**src/verilog/srs_pkg.sv**
```systemverilog
// constants, field layouts and types shared by the stepper run sequencer
// How it works
// - writing start bit one begins a run
// - start bit reads one while motor runs
// - parameters frozen during run, phase control live
// - control bits five to zero locked while running
// - start written while running is ignored
// - finished operation stops motor, clears start bit
// - writing zero requests stop; ignored when stopped
// - hard stop halts at once, no ramp
// - hard stop ignores interrupt stops
// - no hard stop, ramp enabled: ramp down
// - continuous repeats, otherwise run once then stop
// - continuous stops only on stop or interrupt
// - operation field selects steps, rotations, or both
// - counts taken from current direction's registers
// - step mode refuses zero step count
// - rotation mode refuses zero rotation count
// - combined mode needs steps or rotations nonzero
// - direction field: cw, ccw, cw-ccw, ccw-cw
// - reversal finishes first leg, then reverses
// - first start energizes first or fourth coil
// - reference step after power-up not counted
// - later starts hold stopped coil one period
// - no hard stop, no ramp: stop immediately
// - wave drive: one coil, fixed rotating order
package srs_pkg;

  localparam logic [7:0] RUN_CTRL_ADDR  = 8'h26;
  localparam logic [7:0] RUN_CTRL_RESET = 8'h00;
  localparam int         START_BIT      = 7;
  localparam int         RSVD_BIT       = 6;
  localparam int         CTL_MSB        = 5;

  typedef enum logic [1:0] {
    OP_STEPS    = 2'b00,
    OP_ROTS     = 2'b01,
    OP_BOTH     = 2'b10,
    OP_BOTH_ALT = 2'b11
  } srs_op_t;

  typedef enum logic [1:0] {
    DIR_CW     = 2'b00,
    DIR_CCW    = 2'b01,
    DIR_CW_CCW = 2'b10,
    DIR_CCW_CW = 2'b11
  } srs_dir_t;

  typedef enum logic [1:0] {
    DRV_WAVE = 2'b00,
    DRV_TWO  = 2'b01,
    DRV_HALF = 2'b10,
    DRV_RSVD = 2'b11
  } srs_drive_t;

  typedef enum logic [1:0] {
    ST_IDLE = 2'b00,
    ST_RUN  = 2'b01,
    ST_RAMP = 2'b10
  } srs_state_t;

  // bits 5:0 of the run-control register
  typedef struct packed {
    logic     hardStop;
    logic     cont;
    srs_op_t  op;
    srs_dir_t dir;
  } srs_ctl_t;

  // motor parameter registers as seen by the sequencer
  typedef struct packed {
    logic [15:0] cwSteps;
    logic [7:0]  cwRots;
    logic [15:0] ccwSteps;
    logic [7:0]  ccwRots;
    logic        rampDownEn;
    logic [15:0] pulseWidth;
  } srs_params_t;

  localparam logic [2:0] POS_CW_FIRST  = 3'h0;
  localparam logic [2:0] POS_CCW_FIRST = 3'h6;
  localparam logic [2:0] POS_FULL_INC  = 3'h2;
  localparam logic [2:0] POS_HALF_INC  = 3'h1;
  localparam logic [3:0] COIL_NONE     = 4'h0;

endpackage : srs_pkg

```
**src/verilog/srs_step_timer.sv**
```systemverilog
// step pulse timer: one-cycle enable each pulse-width period
`timescale 1ns/1ps
`default_nettype none
module srs_step_timer
  import srs_pkg::*;
#(
  parameter int W = 16
) (
  input  wire logic         ref_clk,
  input  wire logic         rst,
  input  wire logic         enable,
  input  wire logic         restart,
  input  wire logic [W-1:0] period,
  output logic              tick
);

  logic [W-1:0] count_ff;
  logic [W-1:0] lastCnt;

  // a zero period behaves as one cycle so the timer never stalls
  assign lastCnt = (period == '0) ? '0 : period - W'(1);
  assign tick    = enable && !restart && (count_ff >= lastCnt);

  always_ff @(posedge ref_clk or posedge rst) begin
    if (rst) begin
      count_ff <= '0;
    end else if (restart || !enable || tick) begin
      count_ff <= '0;
    end else begin
      count_ff <= count_ff + W'(1);
    end
  end

endmodule : srs_step_timer
`default_nettype wire

```
**src/verilog/srs_stepper_run_sequencer.sv**
```systemverilog
// run-control sequencer: start/stop, counts, reversal and coil phasing
`timescale 1ns/1ps
`default_nettype none
module srs_stepper_run_sequencer
  import srs_pkg::*;
#(
  parameter int STEP_W          = 16,
  parameter int ROT_W           = 8,
  parameter int STEPS_PER_ROT   = 48,
  parameter int RAMP_DOWN_STEPS = 8
) (
  input  wire logic        ref_clk,
  input  wire logic        rst,
  input  wire logic [7:0]  regAddr,
  input  wire logic        regWrEn,
  input  wire logic [7:0]  regWrData,
  input  wire logic        regRdEn,
  output logic      [7:0]  regRdData,
  input  wire srs_params_t motorParams,
  input  wire logic [1:0]  phaseControl,
  input  wire logic        intStopReq,
  output logic      [3:0]  coilOut,
  output logic             motorRunning,
  output logic             runCcw
);

  srs_state_t  state_ff;
  srs_state_t  nxt_state;
  srs_ctl_t    ctl_ff;
  srs_params_t lat_ff;
  logic        ccw_ff;
  logic        secondLeg_ff;
  logic        firstStart_ff;
  logic [STEP_W-1:0] stepRem_ff;
  logic [ROT_W-1:0]  rotRem_ff;
  logic [15:0]       rotSub_ff;
  logic [15:0]       rampRem_ff;
  logic [2:0]        pos_ff;
  logic [3:0]        coil_ff;
  logic [7:0]        rdData_ff;
  logic              running_ff;

  srs_ctl_t   wrCtl;
  srs_drive_t drive;
  logic       wrRun;
  logic       startOk;
  logic       startReq;
  logic       stopReq;
  logic       tick;
  logic       runTick;
  logic       legDone;
  logic       reversal;
  logic       firstCcw;
  logic       loadLeg;
  logic       loadCcw;
  logic       endRun;
  logic       toRamp;
  logic       toIdle;
  logic [2:0] posInc;
  logic [3:0] nxt_coil;

  localparam logic [15:0] SPR_LAST  = 16'(STEPS_PER_ROT - 1);
  localparam logic [15:0] RAMP_LOAD = 16'(RAMP_DOWN_STEPS);

  // a direction leg may start only if its counts suit the operation
  function automatic logic legOk(srs_op_t op, logic [STEP_W-1:0] steps,
                                 logic [ROT_W-1:0] rots);
    logic ok;
    ok = 1'b0;
    case (op)
      OP_STEPS: ok = (steps != '0);
      OP_ROTS:  ok = (rots != '0);
      default:  ok = (steps != '0) || (rots != '0);
    endcase
    return ok;
  endfunction : legOk

  assign wrCtl    = srs_ctl_t'(regWrData[CTL_MSB:0]);
  assign wrRun    = regWrEn && (regAddr == RUN_CTRL_ADDR);
  assign drive    = srs_drive_t'(phaseControl);
  assign reversal = ctl_ff.dir[1];
  assign firstCcw = (ctl_ff.dir == DIR_CCW) || (ctl_ff.dir == DIR_CCW_CW);

  // start check uses the values being written and the live parameters
  always_comb begin
    startOk = 1'b0;
    case (wrCtl.dir)
      DIR_CW:  startOk = legOk(wrCtl.op, motorParams.cwSteps, motorParams.cwRots);
      DIR_CCW: startOk = legOk(wrCtl.op, motorParams.ccwSteps, motorParams.ccwRots);
      default: startOk = legOk(wrCtl.op, motorParams.cwSteps, motorParams.cwRots) &&
                         legOk(wrCtl.op, motorParams.ccwSteps, motorParams.ccwRots);
    endcase
  end

  // a start while busy and a stop while idle are both dropped
  assign startReq = wrRun && regWrData[START_BIT] && (state_ff == ST_IDLE)
                    && startOk;
  assign stopReq  = wrRun && !regWrData[START_BIT] && (state_ff != ST_IDLE);

  // restarting on every accepted start gives the held coil one full period
  srs_step_timer #(
    .W (16)
  ) u_timer (
    .ref_clk (ref_clk),
    .rst     (rst),
    .enable  (state_ff != ST_IDLE),
    .restart (startReq),
    .period  (lat_ff.pulseWidth),
    .tick    (tick)
  );

  assign runTick = tick && (state_ff == ST_RUN);

  // leg ends on the tick that consumes its last counted step
  always_comb begin
    legDone = 1'b0;
    if (runTick) begin
      if (stepRem_ff != '0) begin
        legDone = (stepRem_ff == STEP_W'(1)) && (rotRem_ff == '0);
      end else begin
        legDone = (rotSub_ff == SPR_LAST) && (rotRem_ff == ROT_W'(1));
      end
    end
  end

  // what happens at the end of a leg
  always_comb begin
    loadLeg = 1'b0;
    loadCcw = ccw_ff;
    endRun  = 1'b0;
    if (legDone) begin
      if (reversal && !secondLeg_ff) begin
        loadLeg = 1'b1;
        loadCcw = !ccw_ff;
      end else if (ctl_ff.cont) begin
        loadLeg = 1'b1;
        loadCcw = firstCcw;
      end else begin
        endRun  = 1'b1;
      end
    end
  end

  // during ramp-down only a host stop with hard stop set cuts the ramp short
  // stop decisions; interrupt stops never look at the hard stop bit
  always_comb begin
    toRamp = 1'b0;
    toIdle = 1'b0;
    if (state_ff == ST_RUN) begin
      if (stopReq && ctl_ff.hardStop) begin
        toIdle = 1'b1;
      end else if (stopReq || intStopReq) begin
        toRamp = lat_ff.rampDownEn;
        toIdle = !lat_ff.rampDownEn;
      end else begin
        toIdle = endRun;
      end
    end else if (state_ff == ST_RAMP) begin
      toIdle = (stopReq && ctl_ff.hardStop) ||
               (tick && rampRem_ff <= 16'h0001);
    end
  end

  always_comb begin
    nxt_state = state_ff;
    case (state_ff)
      ST_IDLE: if (startReq) begin
        nxt_state = ST_RUN;
      end
      ST_RUN: begin
        if (toIdle) begin
          nxt_state = ST_IDLE;
        end else if (toRamp) begin
          nxt_state = ST_RAMP;
        end
      end
      ST_RAMP: if (toIdle) begin
        nxt_state = ST_IDLE;
      end
      default: nxt_state = ST_IDLE;
    endcase
  end

  always_ff @(posedge ref_clk or posedge rst) begin
    if (rst) begin
      state_ff <= ST_IDLE;
    end else begin
      state_ff <= nxt_state;
    end
  end

  // status pin from a flip-flop that tracks the state register edge for edge
  always_ff @(posedge ref_clk or posedge rst) begin
    if (rst) begin
      running_ff <= 1'b0;
    end else begin
      running_ff <= (nxt_state != ST_IDLE);
    end
  end

  // control bits and parameters are taken only while stopped
  always_ff @(posedge ref_clk or posedge rst) begin
    if (rst) begin
      ctl_ff <= srs_ctl_t'(RUN_CTRL_RESET[CTL_MSB:0]);
    end else if (wrRun && state_ff == ST_IDLE) begin
      ctl_ff <= wrCtl;
    end
  end

  always_ff @(posedge ref_clk or posedge rst) begin
    if (rst) begin
      lat_ff <= '0;
    end else if (startReq) begin
      lat_ff <= motorParams;
    end
  end

  // direction and leg tracking
  always_ff @(posedge ref_clk or posedge rst) begin
    if (rst) begin
      ccw_ff       <= 1'b0;
      secondLeg_ff <= 1'b0;
    end else if (startReq) begin
      ccw_ff       <= (wrCtl.dir == DIR_CCW) || (wrCtl.dir == DIR_CCW_CW);
      secondLeg_ff <= 1'b0;
    end else if (loadLeg) begin
      ccw_ff       <= loadCcw;
      secondLeg_ff <= reversal && !secondLeg_ff;
    end
  end

  // step and rotation counters, loaded from the direction's registers
  always_ff @(posedge ref_clk or posedge rst) begin
    if (rst) begin
      stepRem_ff <= '0;
      rotRem_ff  <= '0;
      rotSub_ff  <= '0;
    end else if (startReq) begin
      stepRem_ff <= '0;
      rotRem_ff  <= '0;
      rotSub_ff  <= '0;
      if (wrCtl.op != OP_ROTS) begin
        stepRem_ff <= wrCtl.dir[0] ? motorParams.ccwSteps : motorParams.cwSteps;
      end
      if (wrCtl.op != OP_STEPS) begin
        rotRem_ff  <= wrCtl.dir[0] ? motorParams.ccwRots : motorParams.cwRots;
      end
    end else if (loadLeg) begin
      stepRem_ff <= '0;
      rotRem_ff  <= '0;
      rotSub_ff  <= '0;
      if (ctl_ff.op != OP_ROTS) begin
        stepRem_ff <= loadCcw ? lat_ff.ccwSteps : lat_ff.cwSteps;
      end
      if (ctl_ff.op != OP_STEPS) begin
        rotRem_ff  <= loadCcw ? lat_ff.ccwRots : lat_ff.cwRots;
      end
    end else if (runTick) begin
      if (stepRem_ff != '0) begin
        stepRem_ff <= stepRem_ff - STEP_W'(1);
      end else if (rotSub_ff == SPR_LAST) begin
        rotSub_ff  <= '0;
        rotRem_ff  <= rotRem_ff - ROT_W'(1);
      end else begin
        rotSub_ff  <= rotSub_ff + 16'h0001;
      end
    end
  end

  // ramp-down moves a fixed number of uncounted steps
  always_ff @(posedge ref_clk or posedge rst) begin
    if (rst) begin
      rampRem_ff <= '0;
    end else if (toRamp) begin
      rampRem_ff <= RAMP_LOAD;
    end else if (tick && state_ff == ST_RAMP && rampRem_ff != '0) begin
      rampRem_ff <= rampRem_ff - 16'h0001;
    end
  end

  // the first tick after a start ends the hold period, so the held coil
  // (reference or last-stopped) is never counted as a step
  assign posInc = (drive == DRV_HALF) ? POS_HALF_INC : POS_FULL_INC;

  always_ff @(posedge ref_clk or posedge rst) begin
    if (rst) begin
      firstStart_ff <= 1'b1;
      pos_ff        <= POS_CW_FIRST;
    end else if (startReq) begin
      firstStart_ff <= 1'b0;
      if (firstStart_ff) begin
        pos_ff <= wrCtl.dir[0] ? POS_CCW_FIRST : POS_CW_FIRST;
      end
    end else if (tick) begin
      pos_ff <= ccw_ff ? pos_ff - posInc : pos_ff + posInc;
    end
  end

  // coil decode; phase control stays live during a run
  always_comb begin
    nxt_coil = COIL_NONE;
    case (drive)
      DRV_WAVE: nxt_coil = 4'h1 << pos_ff[2:1];
      DRV_TWO:  nxt_coil = (4'h1 << pos_ff[2:1]) |
                           (4'h1 << (pos_ff[2:1] + 2'h1));
      DRV_HALF: nxt_coil = pos_ff[0] ?
                           ((4'h1 << pos_ff[2:1]) | (4'h1 << (pos_ff[2:1] + 2'h1))) :
                           (4'h1 << pos_ff[2:1]);
      default:  nxt_coil = 4'h1 << pos_ff[2:1];
    endcase
  end

  // coils are dark until the first run, then hold the last coil
  always_ff @(posedge ref_clk or posedge rst) begin
    if (rst) begin
      coil_ff <= COIL_NONE;
    end else if (state_ff != ST_IDLE || !firstStart_ff) begin
      coil_ff <= nxt_coil;
    end
  end

  // read data holds until the next read strobe; unmapped reads return zero
  always_ff @(posedge ref_clk or posedge rst) begin
    if (rst) begin
      rdData_ff <= '0;
    end else if (regRdEn) begin
      rdData_ff <= '0;
      if (regAddr == RUN_CTRL_ADDR) begin
        rdData_ff[START_BIT]   <= (state_ff != ST_IDLE);
        rdData_ff[RSVD_BIT]    <= 1'b0;
        rdData_ff[CTL_MSB:0]   <= ctl_ff;
      end
    end
  end

  assign regRdData    = rdData_ff;
  assign coilOut      = coil_ff;
  assign motorRunning = running_ff;
  assign runCcw       = ccw_ff;

endmodule : srs_stepper_run_sequencer
`default_nettype wire

```
**config.mk**
```make
export PLATFORM = sky130hd
export DESIGN_NAME = srs_stepper_run_sequencer
export DESIGN_NICKNAME = d
export VERILOG_FILES = /design/src/verilog/srs_pkg.sv /design/src/verilog/srs_step_timer.sv /design/src/verilog/srs_stepper_run_sequencer.sv
export SDC_FILE = /design/constraint.sdc
export NUM_CORES = 1
export LEC_CHECK = 0
export BUFFER_PORTS_ARGS = -buffer_cell sky130_fd_sc_hd__buf_2
export CAP_MARGIN = 20
export CORE_MARGIN = 2
export CORE_UTILIZATION = 25
export CTS_CLUSTER_SIZE = 24
export DETAILED_ROUTE_END_ITERATION = 8
export PLACE_DENSITY = 0.41
export SYNTH_ARGS = -nofsm -noshare
export SYNTH_HDL_FRONTEND = slang
export SYNTH_SLANG_ARGS = --single-unit
```
**constraint.sdc**
```tcl
create_clock -name ref_clk -period 7.6 [get_ports ref_clk]
set_clock_uncertainty 0.1 [all_clocks]
set_input_delay 1.14 -clock ref_clk [delete_from_list [all_inputs] [get_ports ref_clk]]
set_output_delay 1.14 -clock ref_clk [all_outputs]
set_load 0.005 [all_outputs]
```
## Word-level counts from Yosys, hierarchy flattened

Index checks and enable logic that the tools add are counted.

| word-level totals | value |
|---|---|
| output and inout bits | 14 |
| flip-flop bits (word level) | 164 |

| cells by class | value |
|---|---|
| add/subtract/negate cells | 9 |
| $lt $le $gt $ge | 2 |
| multiplexer cells | 67 |
| reduce and logical (&&, ||, !) cells | 60 |
| bitwise gates (word level) | 1 |
| shift-type cells | 2 |
| equality and inequality tests | 17 |

Operators with widths:

| kind | number |
|---|---|
| two-way mux 16 bit | 17 |
| two-way mux 8 bit | 10 |
| nonzero test 16 bit | 4 |
| subtractor 16 x 1 -> 16 bit, second input constant | 3 |
| adder 16 x 1 -> 16 bit, second input constant | 2 |
| two-way mux 1 bit | 24 |
| logical AND 1 bit | 18 |
| equality test 16 x 1 -> 1 bit, second input constant | 1 |
| equality test 16 x 6 -> 1 bit, second input constant | 1 |
| >= comparator 16 bit | 1 |
| <= comparator 16 x 1 -> 1 bit, second input constant | 1 |
| logical NOT 16 bit | 1 |
| nonzero test 8 bit | 2 |
| two-way mux 3 bit | 5 |
| nonzero test 2 bit | 7 |
| equality test 2 x 1 -> 1 bit, second input constant | 5 |
| two-way mux 2 bit | 5 |
| logical OR 1 bit | 9 |
| nonzero test 3 bit | 3 |
| equality test 2 bit, second input constant | 4 |
| equality test 8 x 1 -> 1 bit, second input constant | 1 |
| equality test 8 x 6 -> 1 bit, second input constant | 1 |
| logical NOT 8 bit | 1 |
| one-hot mux 4 bit (2 select lines) | 1 |
| other kinds (17) | 31 |

## Depth between registers and ports, before layout

Gate-level depths: netlist of the first run.

| logic depth | value |
|---|---|
| depth in word-level cells | 19 |
| depth in mapped cells | 16 |
| gate-level depth less buffers | 15 |

## By module

From an unflattened synthesis of the first run, not the netlist that was laid out.

| unflattened totals | value |
|---|---|
| cell total of the unflattened synthesis | 1001 |
| area, all modules | 10010.9 um2 |

Modules (own cells, without submodules):

| module | instances | seq. area each (um2) | area an instance (um2) | cells each |
|---|---|---|---|---|
| srs_stepper_run_sequencer | 1 | 3679.8 | 8398.1 | 819 |
| srs_step_timer | 1 | 400.4 | 1612.8 | 182 |

## Worst setup path after synthesis of the first run

No wires, ideal clock.

| timing | value |
|---|---|
| path type | register -> register |
| start | reg lat_ff[5] in the netlist's numbering |
| end | reg rampRem_ff[6] |
| setup slack | 3.111 ns |
| data arrival time | 4.261 ns |
| period minus slack after synthesis | 4.489 ns |
| required time | 7.372 ns |
| cell stages (with the launch flop) | 16 |
| cell sequence | dfrtp_1 -> or4_1 -> or4_1 -> nor3b_1 -> xor2_1 -> nand2_1 -> ha_1 -> and4_1 -> nand2_1 -> o311a_1 -> o21a_1 -> a311oi_1 -> clkbuf_1 -> nand2_1 -> o21ai_0 -> o31ai_1 |

| between the ends | value |
|---|---|
| cells in the longest elaborated chain, start to end | 7 |
| elaborated cells between the ends (all ways) | 8 |
| classes of those cells | add/sub (1); order compare (1); mux (1); reduce/logical (5) |

Ends and longest elaborated chain:

| item | RTL line | source |
|---|---|---|
| start, declared | srs_stepper_run_sequencer.sv:30 | `srs_params_t lat_ff;` |
| start signal, assigned | srs_stepper_run_sequencer.sv:214 | `lat_ff <= motorParams;` |
| subtractor 16 x 1 -> 16 bit or logical NOT 16 bit (tied branches) | srs_step_timer.sv:21 | `assign lastCnt = (period == '0) ? '0 : period - W'(1);` |
| two-way mux 16 bit (*) | srs_step_timer.sv:21 |  |
| >= comparator 16 bit (*) | srs_step_timer.sv:22 | `assign tick = enable && !restart && (count_ff >= lastCnt);` |
| logical AND 1 bit (*) | srs_step_timer.sv:22 |  |
| logical AND 1 bit (*) (2 in a row) | srs_stepper_run_sequencer.sv:276 | `end else if (tick && state_ff == ST_RAMP && rampRem_ff != '0) begin` |
| nonzero test 2 bit (no line) (*) | -- |  |
| end signal, assigned | srs_stepper_run_sequencer.sv:277 | `rampRem_ff <= rampRem_ff - 16'h0001;` |
| end, declared | srs_stepper_run_sequencer.sv:37 | `logic [15:0] rampRem_ff;` |

Mark *: on every way between the ends. The rest lies on a longest branch, timed or not.
A chain may end at the register's enable or synchronous reset.

## Worst setup path in the final report of the first run

| timing | value |
|---|---|
| start | reg lat_ff[5] in the netlist's numbering |
| end | reg rotSub_ff[6] |

| between the ends | value |
|---|---|
| cells in the longest elaborated chain, start to end | 9 |
| elaborated cells between the ends (all ways) | 13 |
| classes of those cells | add/sub (1); order compare (1); eq/ne (1); mux (5); reduce/logical (5) |

Ends and longest elaborated chain:

| item | RTL line | source |
|---|---|---|
| subtractor 16 x 1 -> 16 bit or logical NOT 16 bit (tied branches) | srs_step_timer.sv:21 |  |
| two-way mux 16 bit (*) | srs_step_timer.sv:21 |  |
| >= comparator 16 bit (*) | srs_step_timer.sv:22 |  |
| logical AND 1 bit (*) | srs_step_timer.sv:22 |  |
| logical AND 1 bit (*) | srs_stepper_run_sequencer.sv:112 | `assign runTick = tick && (state_ff == ST_RUN);` |
| two-way mux 1 bit | srs_stepper_run_sequencer.sv:117 | `if (runTick) begin` |
| two-way mux 1 bit | srs_stepper_run_sequencer.sv:131 | `if (legDone) begin` |
| inequality test 3 x 2 -> 1 bit (no line), or another cell as far along | -- |  |
| AND reduction 2 bit (no line) or two-way mux 16 bit (tied branches) | -- |  |
| end signal, assigned | srs_stepper_run_sequencer.sv:265 | `rotSub_ff <= rotSub_ff + 16'h0001;` |
| end, declared | srs_stepper_run_sequencer.sv:36 | `logic [15:0] rotSub_ff;` |

Marked as above.

==> metrics.cfg, run 1 <==
[drt]
vias_per_cell = 4.81
ant_nets = 0
wirelength_microns = 25900
first_pass_iters = 4
vias = 7186
top_layer_used = met5
wl_met3_microns = 908
route.detailed.drc = 0
wl_per_cell_microns = 17.3
drt_iter0_markers = 347
met1_length_microns = 13300
wl_met2_microns = 11300

[final_layout]
layout_common_cells = dfrtp_1, buf_2, nor2_1
syn2layout_area_growth_pct = 17.0
drive_gt1_frac = 0.218
fin_nets = 1138
final_common_cell = dfrtp_1

[logic_synthesis]
synth.distinct_cells = 75
synth_area_per_cell_sq_um = 10.1
async_reset_ff_frac = 1.00
synth-edff-count = 0
synth_area_sq_mm = 0.00932
ys.flop_type = dfrtp_1
yosysSeqAreaShare = 0.438
yosysWarnings = 0
syn_nets = 1050
synth_cells = 925
ys_ff_latch = 163

[pwr]
p_per_area_mw_per_mm2 = 174
power_w = 0.00190
max-vdd-ir-drop_mv = 0.134
p_leak_nw = 4.86

[cts]
path_clk_slew_ns = 0.08
cts_tree = done
clock-sinks = 163
clock_path_buffers = 2
ctsHoldBuffers = 0
cts_buffers = 17
htreeDepth = 4
post-cts-setup-buffers = 0
clk_latency_ns = 0.45
cts-root-buf = clkbuf_16
cts_resized = 0

[critical_path]
max_stage_delay_ns = 0.59
critical_path_required_ns = 7.83
critPathSlowestCell = or4_1
start_kind = flip-flop
critPathMaxFanout = 40
cp_num_buf_inv = 0
critPathTopFamily = simple AND/OR/NAND/NOR gates
worstSetupPathDepth = 13
crit_type = reg2reg
endpoint_kind = flip-flop
path_cells = or4_1 -> nor3_1 -> nand4_1 -> and2_1 -> ha_1 -> nand2b_1 -> a2111oi_0 -> o311a_1 -> o21ai_1 -> a31o_2 -> nor2_1 -> nand2_1 -> o41ai_1
r2r_cells = 13
crit_arrival_ns = 5.63

[global_route]
grt_overflow = 0
grt.total_usage = 0.137
grt_max_degree = 86
grt_pass1_wl_microns = 41200
antenna_found_initial = 3
first_global_vias = 7312

[floorplanning]
die_x_microns = 197
num_rows = 70
start_util = 0.254
die_area_sq_mm = 0.0388
io_pins = 102
core-area_sq_mm = 0.0367
fp.dieH_microns = 197

[placed_design]
portBuffers = 99
pre_cts_slack_ns = 2.08
gp_congestion = 0.782
detailed_place_hpwl_microns = 18300

[sta]
slew_viol_final = 0
tns_ns = 0
hold_ws_ns = 0.375
hold_viol_final = 0
setup-violations-final = 0
period_minus_slack_ns = 5.41
fin_crit_sh = 0.711
timing.slew.headroom = 0.310
tightest_slew_ns = 1.03
max_freq_mhz = 185
grt_setup_unrepaired = false
worst_slack_ns = 2.19

[hold_path]
min_path_cells = 1
hold_path_class = reg2reg

[job]
cap_viol_max_count = 0

[run_status]
status = finished clean

metrics by stage:
stage	util	cell area [sq um]	instances
2_1_floorplan	-	9320	925
3_3_place_gp	0.280	10300	1461
3_5_place_dp	0.280	10300	1461
4_1_cts	0.296	10900	1493
5_1_grt	0.297	10900	1494
6_report	0.297	10900	1495
layout make-up:
cell class	instances	area (sq um)
fillers	3804	25800
multi-input cells	691	4950
clock buffers	17	425
clock inverters	15	163
inverters	35	136
flip-flops and latches	163	4080
well taps	468	586
diodes	1	2.50
repair buffers	105	561
registers in the layout, summed over array words and instances, names as in the netlist, 4 cells and up:
name and cells:
rotRem_ff 8, ctl_ff 6, rampRem_ff 16, coilOut 4, stepRem_ff 16, lat_ff 65
rotSub_ff 16, regRdData 7, u_timer.count_ff 16
where the power goes:
| part | switching (W) | internal, W |
|---|---|---|
| clock | 0.000433 | 0.000440 |
| combinational | 0.0000767 | 0.0000531 |
| sequential | 0.0000132 | 0.000881 |
| total | 0.000523 | 0.00137 |
final timing paths:
| check | slack (ns) | start | endpoint |
|---|---|---|---|
| worst max register to register | 2.19 | lat_ff[5] | rotSub_ff[6] |
| worst min register to register | 0.37 | secondLeg_ff | secondLeg_ff |
| worst max-delay path | 2.19 | lat_ff[5] | rotSub_ff[6] |
| max in group asynchronous | 5.44 | rst | lat_ff[54] |
| min in group asynchronous | 0.77 | rst | lat_ff[10] |
| worst min-delay path | 0.37 | secondLeg_ff | secondLeg_ff |
logic make-up after synthesis:
| family | Yosys count | synth area share |
|---|---|---|
| other cells | 1 | 0.000402 |
| xor+xnor | 55 | 0.0517 |
| buf+inv | 71 | 0.0328 |
| fa+ha+maj | 37 | 0.0505 |
| mux | 119 | 0.137 |
| flops | 163 | 0.438 |
| compound gates | 176 | 0.121 |
| simple gates | 303 | 0.169 |
layer usage:
metal / vias up / GRT usage
met5: - / 0
met4: 2 / 0.0343
met3: 22 / 0.0312
met2: 122 / 0.206
met1: 3497 / 0.198
li1: 3543 / -
Yosys cell counts (all sizes together) (3+ instances only):
library cell,count,share of area
nand4,6,0.0040
a21oi,19,0.010
ha,36,0.048
inv,35,0.014
nor3,26,0.014
nor4,21,0.018
nand2,69,0.029
or2,3,0.0020
nand3,28,0.015
nand2b,6,0.0040
or4,12,0.010
nor2,79,0.032
mux2,68,0.082
clkbuf,31,0.013
o32ai,6,0.0056
and3,14,0.0094
a22oi,13,0.010
o21a,8,0.0064
and2,5,0.0034
xnor2,22,0.021
o221ai,4,0.0038
o21ai,69,0.037
a21o,5,0.0040
xor2,33,0.031
dfrtp,162,0.44
nor4b,3,0.0028
nand4b,6,0.0056
buf,5,0.0060
mux2i,51,0.055
o22ai,21,0.014
o211ai,4,0.0032
or3,8,0.0059
nor2b,8,0.0054
No activity file was read; power rests on OpenSTA's default activity.
==> run 2, diff against run 1 <==
Settings changed: PLACE_DENSITY 0.41 to 0.42.
Clock period 7.6 ns to 4.76 ns, I/O delays scaled along.
==> run 2 against run 1 <==
Compared with the run above:
- non-clock buffer count up 34
- sequential share of layout area decreased by 1.1 points
- setup slack worse by 2.0 ns
==> metrics.cfg, run 2 (synthesis gave the netlist of run 1 again) <==
[placed_design]
gp_congestion = 0.752
detailed_place_hpwl_microns = 18500
portBuffers = 99
place_area_sq_mm = 0.0106

[sta]
max_freq_mhz = 221
fin_crit_sh = 0.950
tightest_slew_ns = 1.01
grt_setup_unrepaired = false
tns_ns = 0
slew_viol_final = 0
timing.slew.headroom = 0.318
setup-violations-final = 0
period_minus_slack_ns = 4.52
hold_viol_final = 0

[final_layout]
fin_area_sq_mm = 0.0112
syn2layout_area_growth_pct = 20.5
multi_input_area_sq_mm = 0.00497
regArea_sq_mm = 0.00408
final_common_cell = dfrtp_1
fin_nets = 1172
nFillCells = 3788
largest_reg_flops = 65
top_register = lat_ff
drive_gt1_frac = 0.245
layout_common_cells = dfrtp_1, buf_2, nor2_1

[run_status]
status = finished clean

[drt]
wl_per_cell_microns = 16.8
route.detailed.drc = 0
vias_per_cell = 4.84
ant_nets = 0
drt_iter0_markers = 399
wirelength_microns = 25700
vias = 7403
first_pass_iters = 5

[critical_path]
start_kind = flip-flop
worstSetupStartpoint = lat_ff[5]
r2r-end = stepRem_ff[5]
max_stage_delay_ns = 0.58
critPathSlowestCell = or4_4
crit_type = reg2reg
critPathMaxFanout = 9
r2r_cells = 15
cp-endpoint = stepRem_ff[5]
worstSetupPathDepth = 15
cp_num_buf_inv = 1
critPathTopFamily = simple AND/OR/NAND/NOR gates
r2r_slack_ns = 0.24
r2r-start = lat_ff[5]
crit_arrival_ns = 4.75
path_cells = or4_1 -> or4_1 -> nor3b_2 -> xor2_1 -> nand2_1 -> ha_1 -> and4_1 -> nand2_1 -> o311a_1 -> o21a_1 -> or4_4 -> nand2_8 -> buf_12 -> mux2i_1 -> o211ai_1
critical_path_required_ns = 4.98
endpoint_kind = flip-flop

[floorplanning]
die_area_sq_mm = 0.0388
die_x_microns = 197
start_util = 0.254
fp.dieH_microns = 197
core-area_sq_mm = 0.0367
num_rows = 70
io_pins = 102

[pwr]
internal-power_w = 0.00227
p_seq_frac = 0.466
p_sw_frac = 0.260
pwr-share-clk = 0.462
max-vdd-ir-drop_mv = 0.242
power_w = 0.00306
p_per_area_mw_per_mm2 = 273
p_sw_w = 0.000796
combPwrFrac = 0.072
p_leak_nw = 5.05

[cts]
ctsHoldBuffers = 0
clk_latency_ns = 0.45
clock-sinks = 163
clock_path_buffers = 2
htreeDepth = 4
cts-root-buf = clkbuf_16
cts_tree = done
cts_buffers = 17
path_clk_slew_ns = 0.08

[global_route]
grt_pass1_wl_microns = 41400
grt.total_usage = 0.137
antenna_found_initial = 4
grt_max_degree = 164
first_global_vias = 7452
grt_overflow = 0

[hold_path]
hold_path_class = reg2reg

[job]
cap_viol_max_count = 0

[run 2: power groups by stage]
| stage | clock network [W] | logic, W | registers (W) |
|---|---|---|---|
| 2_1_floorplan | 0 | 0.000117 | 0.00145 |
| 3_3_place_gp | 0 | 0.000223 | 0.00145 |
| 3_5_place_dp | 0 | 0.000223 | 0.00145 |
| 4_1_cts | 0.00146 | 0.000224 | 0.00143 |
| 5_1_grt | 0.00152 | 0.000246 | 0.00143 |
| 6_report | 0.00142 | 0.000220 | 0.00143 |
[run 2: timing repair]
item	in CTS	in global routing
endpoints found under the setup margin	0	36
setup buffers	0	2
resized for setup	0	4
[run 2: worst min-delay path by stage]
stage,to,cells past startpoint,start,slack [ns]
floorplan,secondLeg_ff,1,secondLeg_ff,0.35
global placement,coilOut[3],2,coilOut[3],0.36
detailed placement,secondLeg_ff,1,secondLeg_ff,0.37
CTS,lat_ff[1],3,motorParams[1],0.37
global route,lat_ff[16],2,motorParams[16],0.37
finish,secondLeg_ff,1,secondLeg_ff,0.37
[run 2: metrics by stage]
| step | setup WS, ns | utilization | cells | hold WS [ns] |
|---|---|---|---|---|
| CTS | 0.0464 | 0.305 | 1525 | 0.365 |
| finish | 0.237 | 0.306 | 1530 | 0.372 |
| global route | 0.00261 | 0.306 | 1529 | 0.373 |
| detailed placement | 0.0739 | 0.288 | 1493 | 0.369 |
| floorplan | 0.271 | - | 925 | 0.351 |
| global placement | 0.0913 | 0.288 | 1493 | 0.360 |
[run 2: layout make-up]
cell class	instances	area share
clock buffer	19	0.0403
antenna	2	0.000446
timing repair buffer	139	0.0768
tap	468	0.0521
clock inverter	13	0.0128
sequential	163	0.363
inverter	35	0.0120
multi-input combinational	691	0.442
[run 2: per-layer routing]
layer	track usage	wire (microns)	vias up
met2	0.210	11300	137
met5	0	13	-
met4	0.0376	352	2
li1	-	-	3610
met1	0.195	13000	3629
met3	0.0299	1060	25
==> run 3, diff against run 2 <==
Settings changed: PLACE_DENSITY 0.42 to 0.41.
Clock period 4.76 ns to 5.8 ns, I/O delays scaled along.
==> run 3 against run 2 <==
Compared with the run above:
- clock-buffer cell count up 1
- critical path depth down 1
- sequential power down 18%
- worst hold slack worse by 0.087 ns
- cell area down 2.2%
- combinational power down 22%
- setup slack better by 0.39 ns
- largest power group is now the clock network
- sequential share of layout area up 0.82 points
==> metrics.cfg, run 3 (synthesis gave the netlist of run 1 again) <==
[run_status]
status = finished clean

[cts]
cts_buffers = 17
cts_tree = done
clock-sinks = 163
path_clk_slew_ns = 0.07
post-cts-setup-buffers = 0
ctsHoldBuffers = 0
clock_path_buffers = 2
cts_resized = 0
clk_latency_ns = 0.44
cts-root-buf = clkbuf_16
htreeDepth = 4

[sta]
period_minus_slack_ns = 5.17
hold_viol_final = 0
hold_ws_ns = 0.285
tightest_slew_ns = 0.954
max_freq_mhz = 193
timing.slew.headroom = 0.357
setup-violations-final = 0
tns_ns = 0
grt_setup_unrepaired = false
slew_viol_final = 0
fin_crit_sh = 0.891

[critical_path]
path_cells = or4_1 -> or4_1 -> nor3b_1 -> xor2_1 -> nand2_1 -> ha_1 -> and4_1 -> nand2_1 -> o311a_1 -> o21a_1 -> or4_4 -> nand2_4 -> mux2i_1 -> o22ai_1
critPathSlowestCell = or4_4
critPathTopFamily = simple AND/OR/NAND/NOR gates
crit_type = reg2reg
critPathMaxFanout = 23
crit_arrival_ns = 5.37
critical_path_required_ns = 6.00
max_stage_delay_ns = 0.61
endpoint_kind = flip-flop
start_kind = flip-flop
cp_num_buf_inv = 0

[drt]
vias = 7227
first_pass_iters = 4
wirelength_microns = 25900
drt_iter0_markers = 443
vias_per_cell = 4.81
ant_nets = 0
route.detailed.drc = 0
wl_per_cell_microns = 17.2

[global_route]
first_global_vias = 7343
grt_pass1_wl_microns = 41600
grt_max_degree = 142
gr-max-usage-layer = met2
antenna_found_initial = 2
use_met1 = 0.197
grt_overflow = 0
grtUsageMet3 = 0.0316
grt.total_usage = 0.138
use_met2 = 0.210

[pwr]
p_sw_w = 0.000633
p_leak_nw = 4.92
max-vdd-ir-drop_mv = 0.158
internal-power_w = 0.00190
pwr-share-clk = 0.470
combPwrFrac = 0.067
p_seq_frac = 0.462
p_per_area_mw_per_mm2 = 231
p_sw_frac = 0.250

[floorplanning]
start_util = 0.254
num_rows = 70
io_pins = 102
fp.dieH_microns = 197
die_area_sq_mm = 0.0388
die_x_microns = 197
core-area_sq_mm = 0.0367

[final_layout]
final_common_cell = dfrtp_1
nFillCells = 3857
utilization = 0.299
multi_input_area_sq_mm = 0.00494
largest_reg_flops = 65
layout_common_cells = dfrtp_1, buf_2, nor2_1
syn2layout_area_growth_pct = 17.8
top_register = lat_ff
regArea_sq_mm = 0.00408
drive_gt1_frac = 0.223
fin_nets = 1146

[job]
cap_viol_max_count = 0

[hold_path]
hold_path_class = in2async

[placed_design]
portBuffers = 99
detailed_place_hpwl_microns = 18300
gp_congestion = 0.786

## run 3: cell types whose count changed in the layout (fill, tap and decap cells not counted), moves of 2 or more
cell | previous run | this run
clkinv_2 | 0 | 2
buf_12 | 5 | 2
clkinvlp_4 | 4 | 2
buf_4 | 34 | 12
## run 3: stage by stage
stage               power (W)  cells  instance area [sq um]  setup WS [ns]
floorplan             0.00129    925                   9320          0.427
global placement      0.00137   1470                  10400          0.650
detailed placement    0.00137   1470                  10400          0.667
CTS                   0.00259   1502                  11000          0.605
global route          0.00265   1502                  11000          0.388
finish                0.00254   1503                  11000          0.632
## run 3: final timing paths
path / depth (start not counted) / endpoint / startpoint / slack (ns)
worst min register to register: 1 / secondLeg_ff / secondLeg_ff / 0.37
max in group asynchronous: 3 / lat_ff[50] / rst / 4.23
worst max register to register: 14 / stepRem_ff[9] / lat_ff[5] / 0.63
min in group ref_clk: 1 / secondLeg_ff / secondLeg_ff / 0.37
worst max-delay path: 14 / stepRem_ff[9] / lat_ff[5] / 0.63
worst min-delay path: 2 / lat_ff[6] / rst / 0.29
## run 3: power by group through the flow
stage | clock, W | combinational (W) | sequential, W
3_5_place_dp | 0 | 0.000176 | 0.00119
2_1_floorplan | 0 | 0.0000961 | 0.00119
5_1_grt | 0.00129 | 0.000192 | 0.00118
3_3_place_gp | 0 | 0.000175 | 0.00119
6_report | 0.00119 | 0.000171 | 0.00117
4_1_cts | 0.00124 | 0.000176 | 0.00117
## run 3: layer usage
metal,vias to the layer above,share of wire
li1,3561,-
met1,3545,0.52
met2,105,0.44
met3,14,0.036
met4,2,0.0098
met5,-,0.00027
## run 3: cell type report
cell class	count	share of cell area
Inverter	35	0.0124
Clock buffer	20	0.0425
Multi-Input combinational cell	691	0.450
Antenna cell	1	0.000228
Clock inverter	12	0.0130
Sequential cell	163	0.372
Timing Repair Buffer	113	0.0570
Tap cell	468	0.0533
## run 3: worst reg2reg max path, cell delays in order (launching register included)
cell and delay, ns:
dfrtp_1 0.41, or4_1 0.59, or4_1 0.47, nor3b_1 0.43, xor2_1 0.19, nand2_1 0.08, ha_1 0.31, and4_1 0.24
nand2_1 0.07, o311a_1 0.35, o21a_1 0.33, or4_4 0.61, nand2_4 0.41, mux2i_1 0.33, o22ai_1 0.13
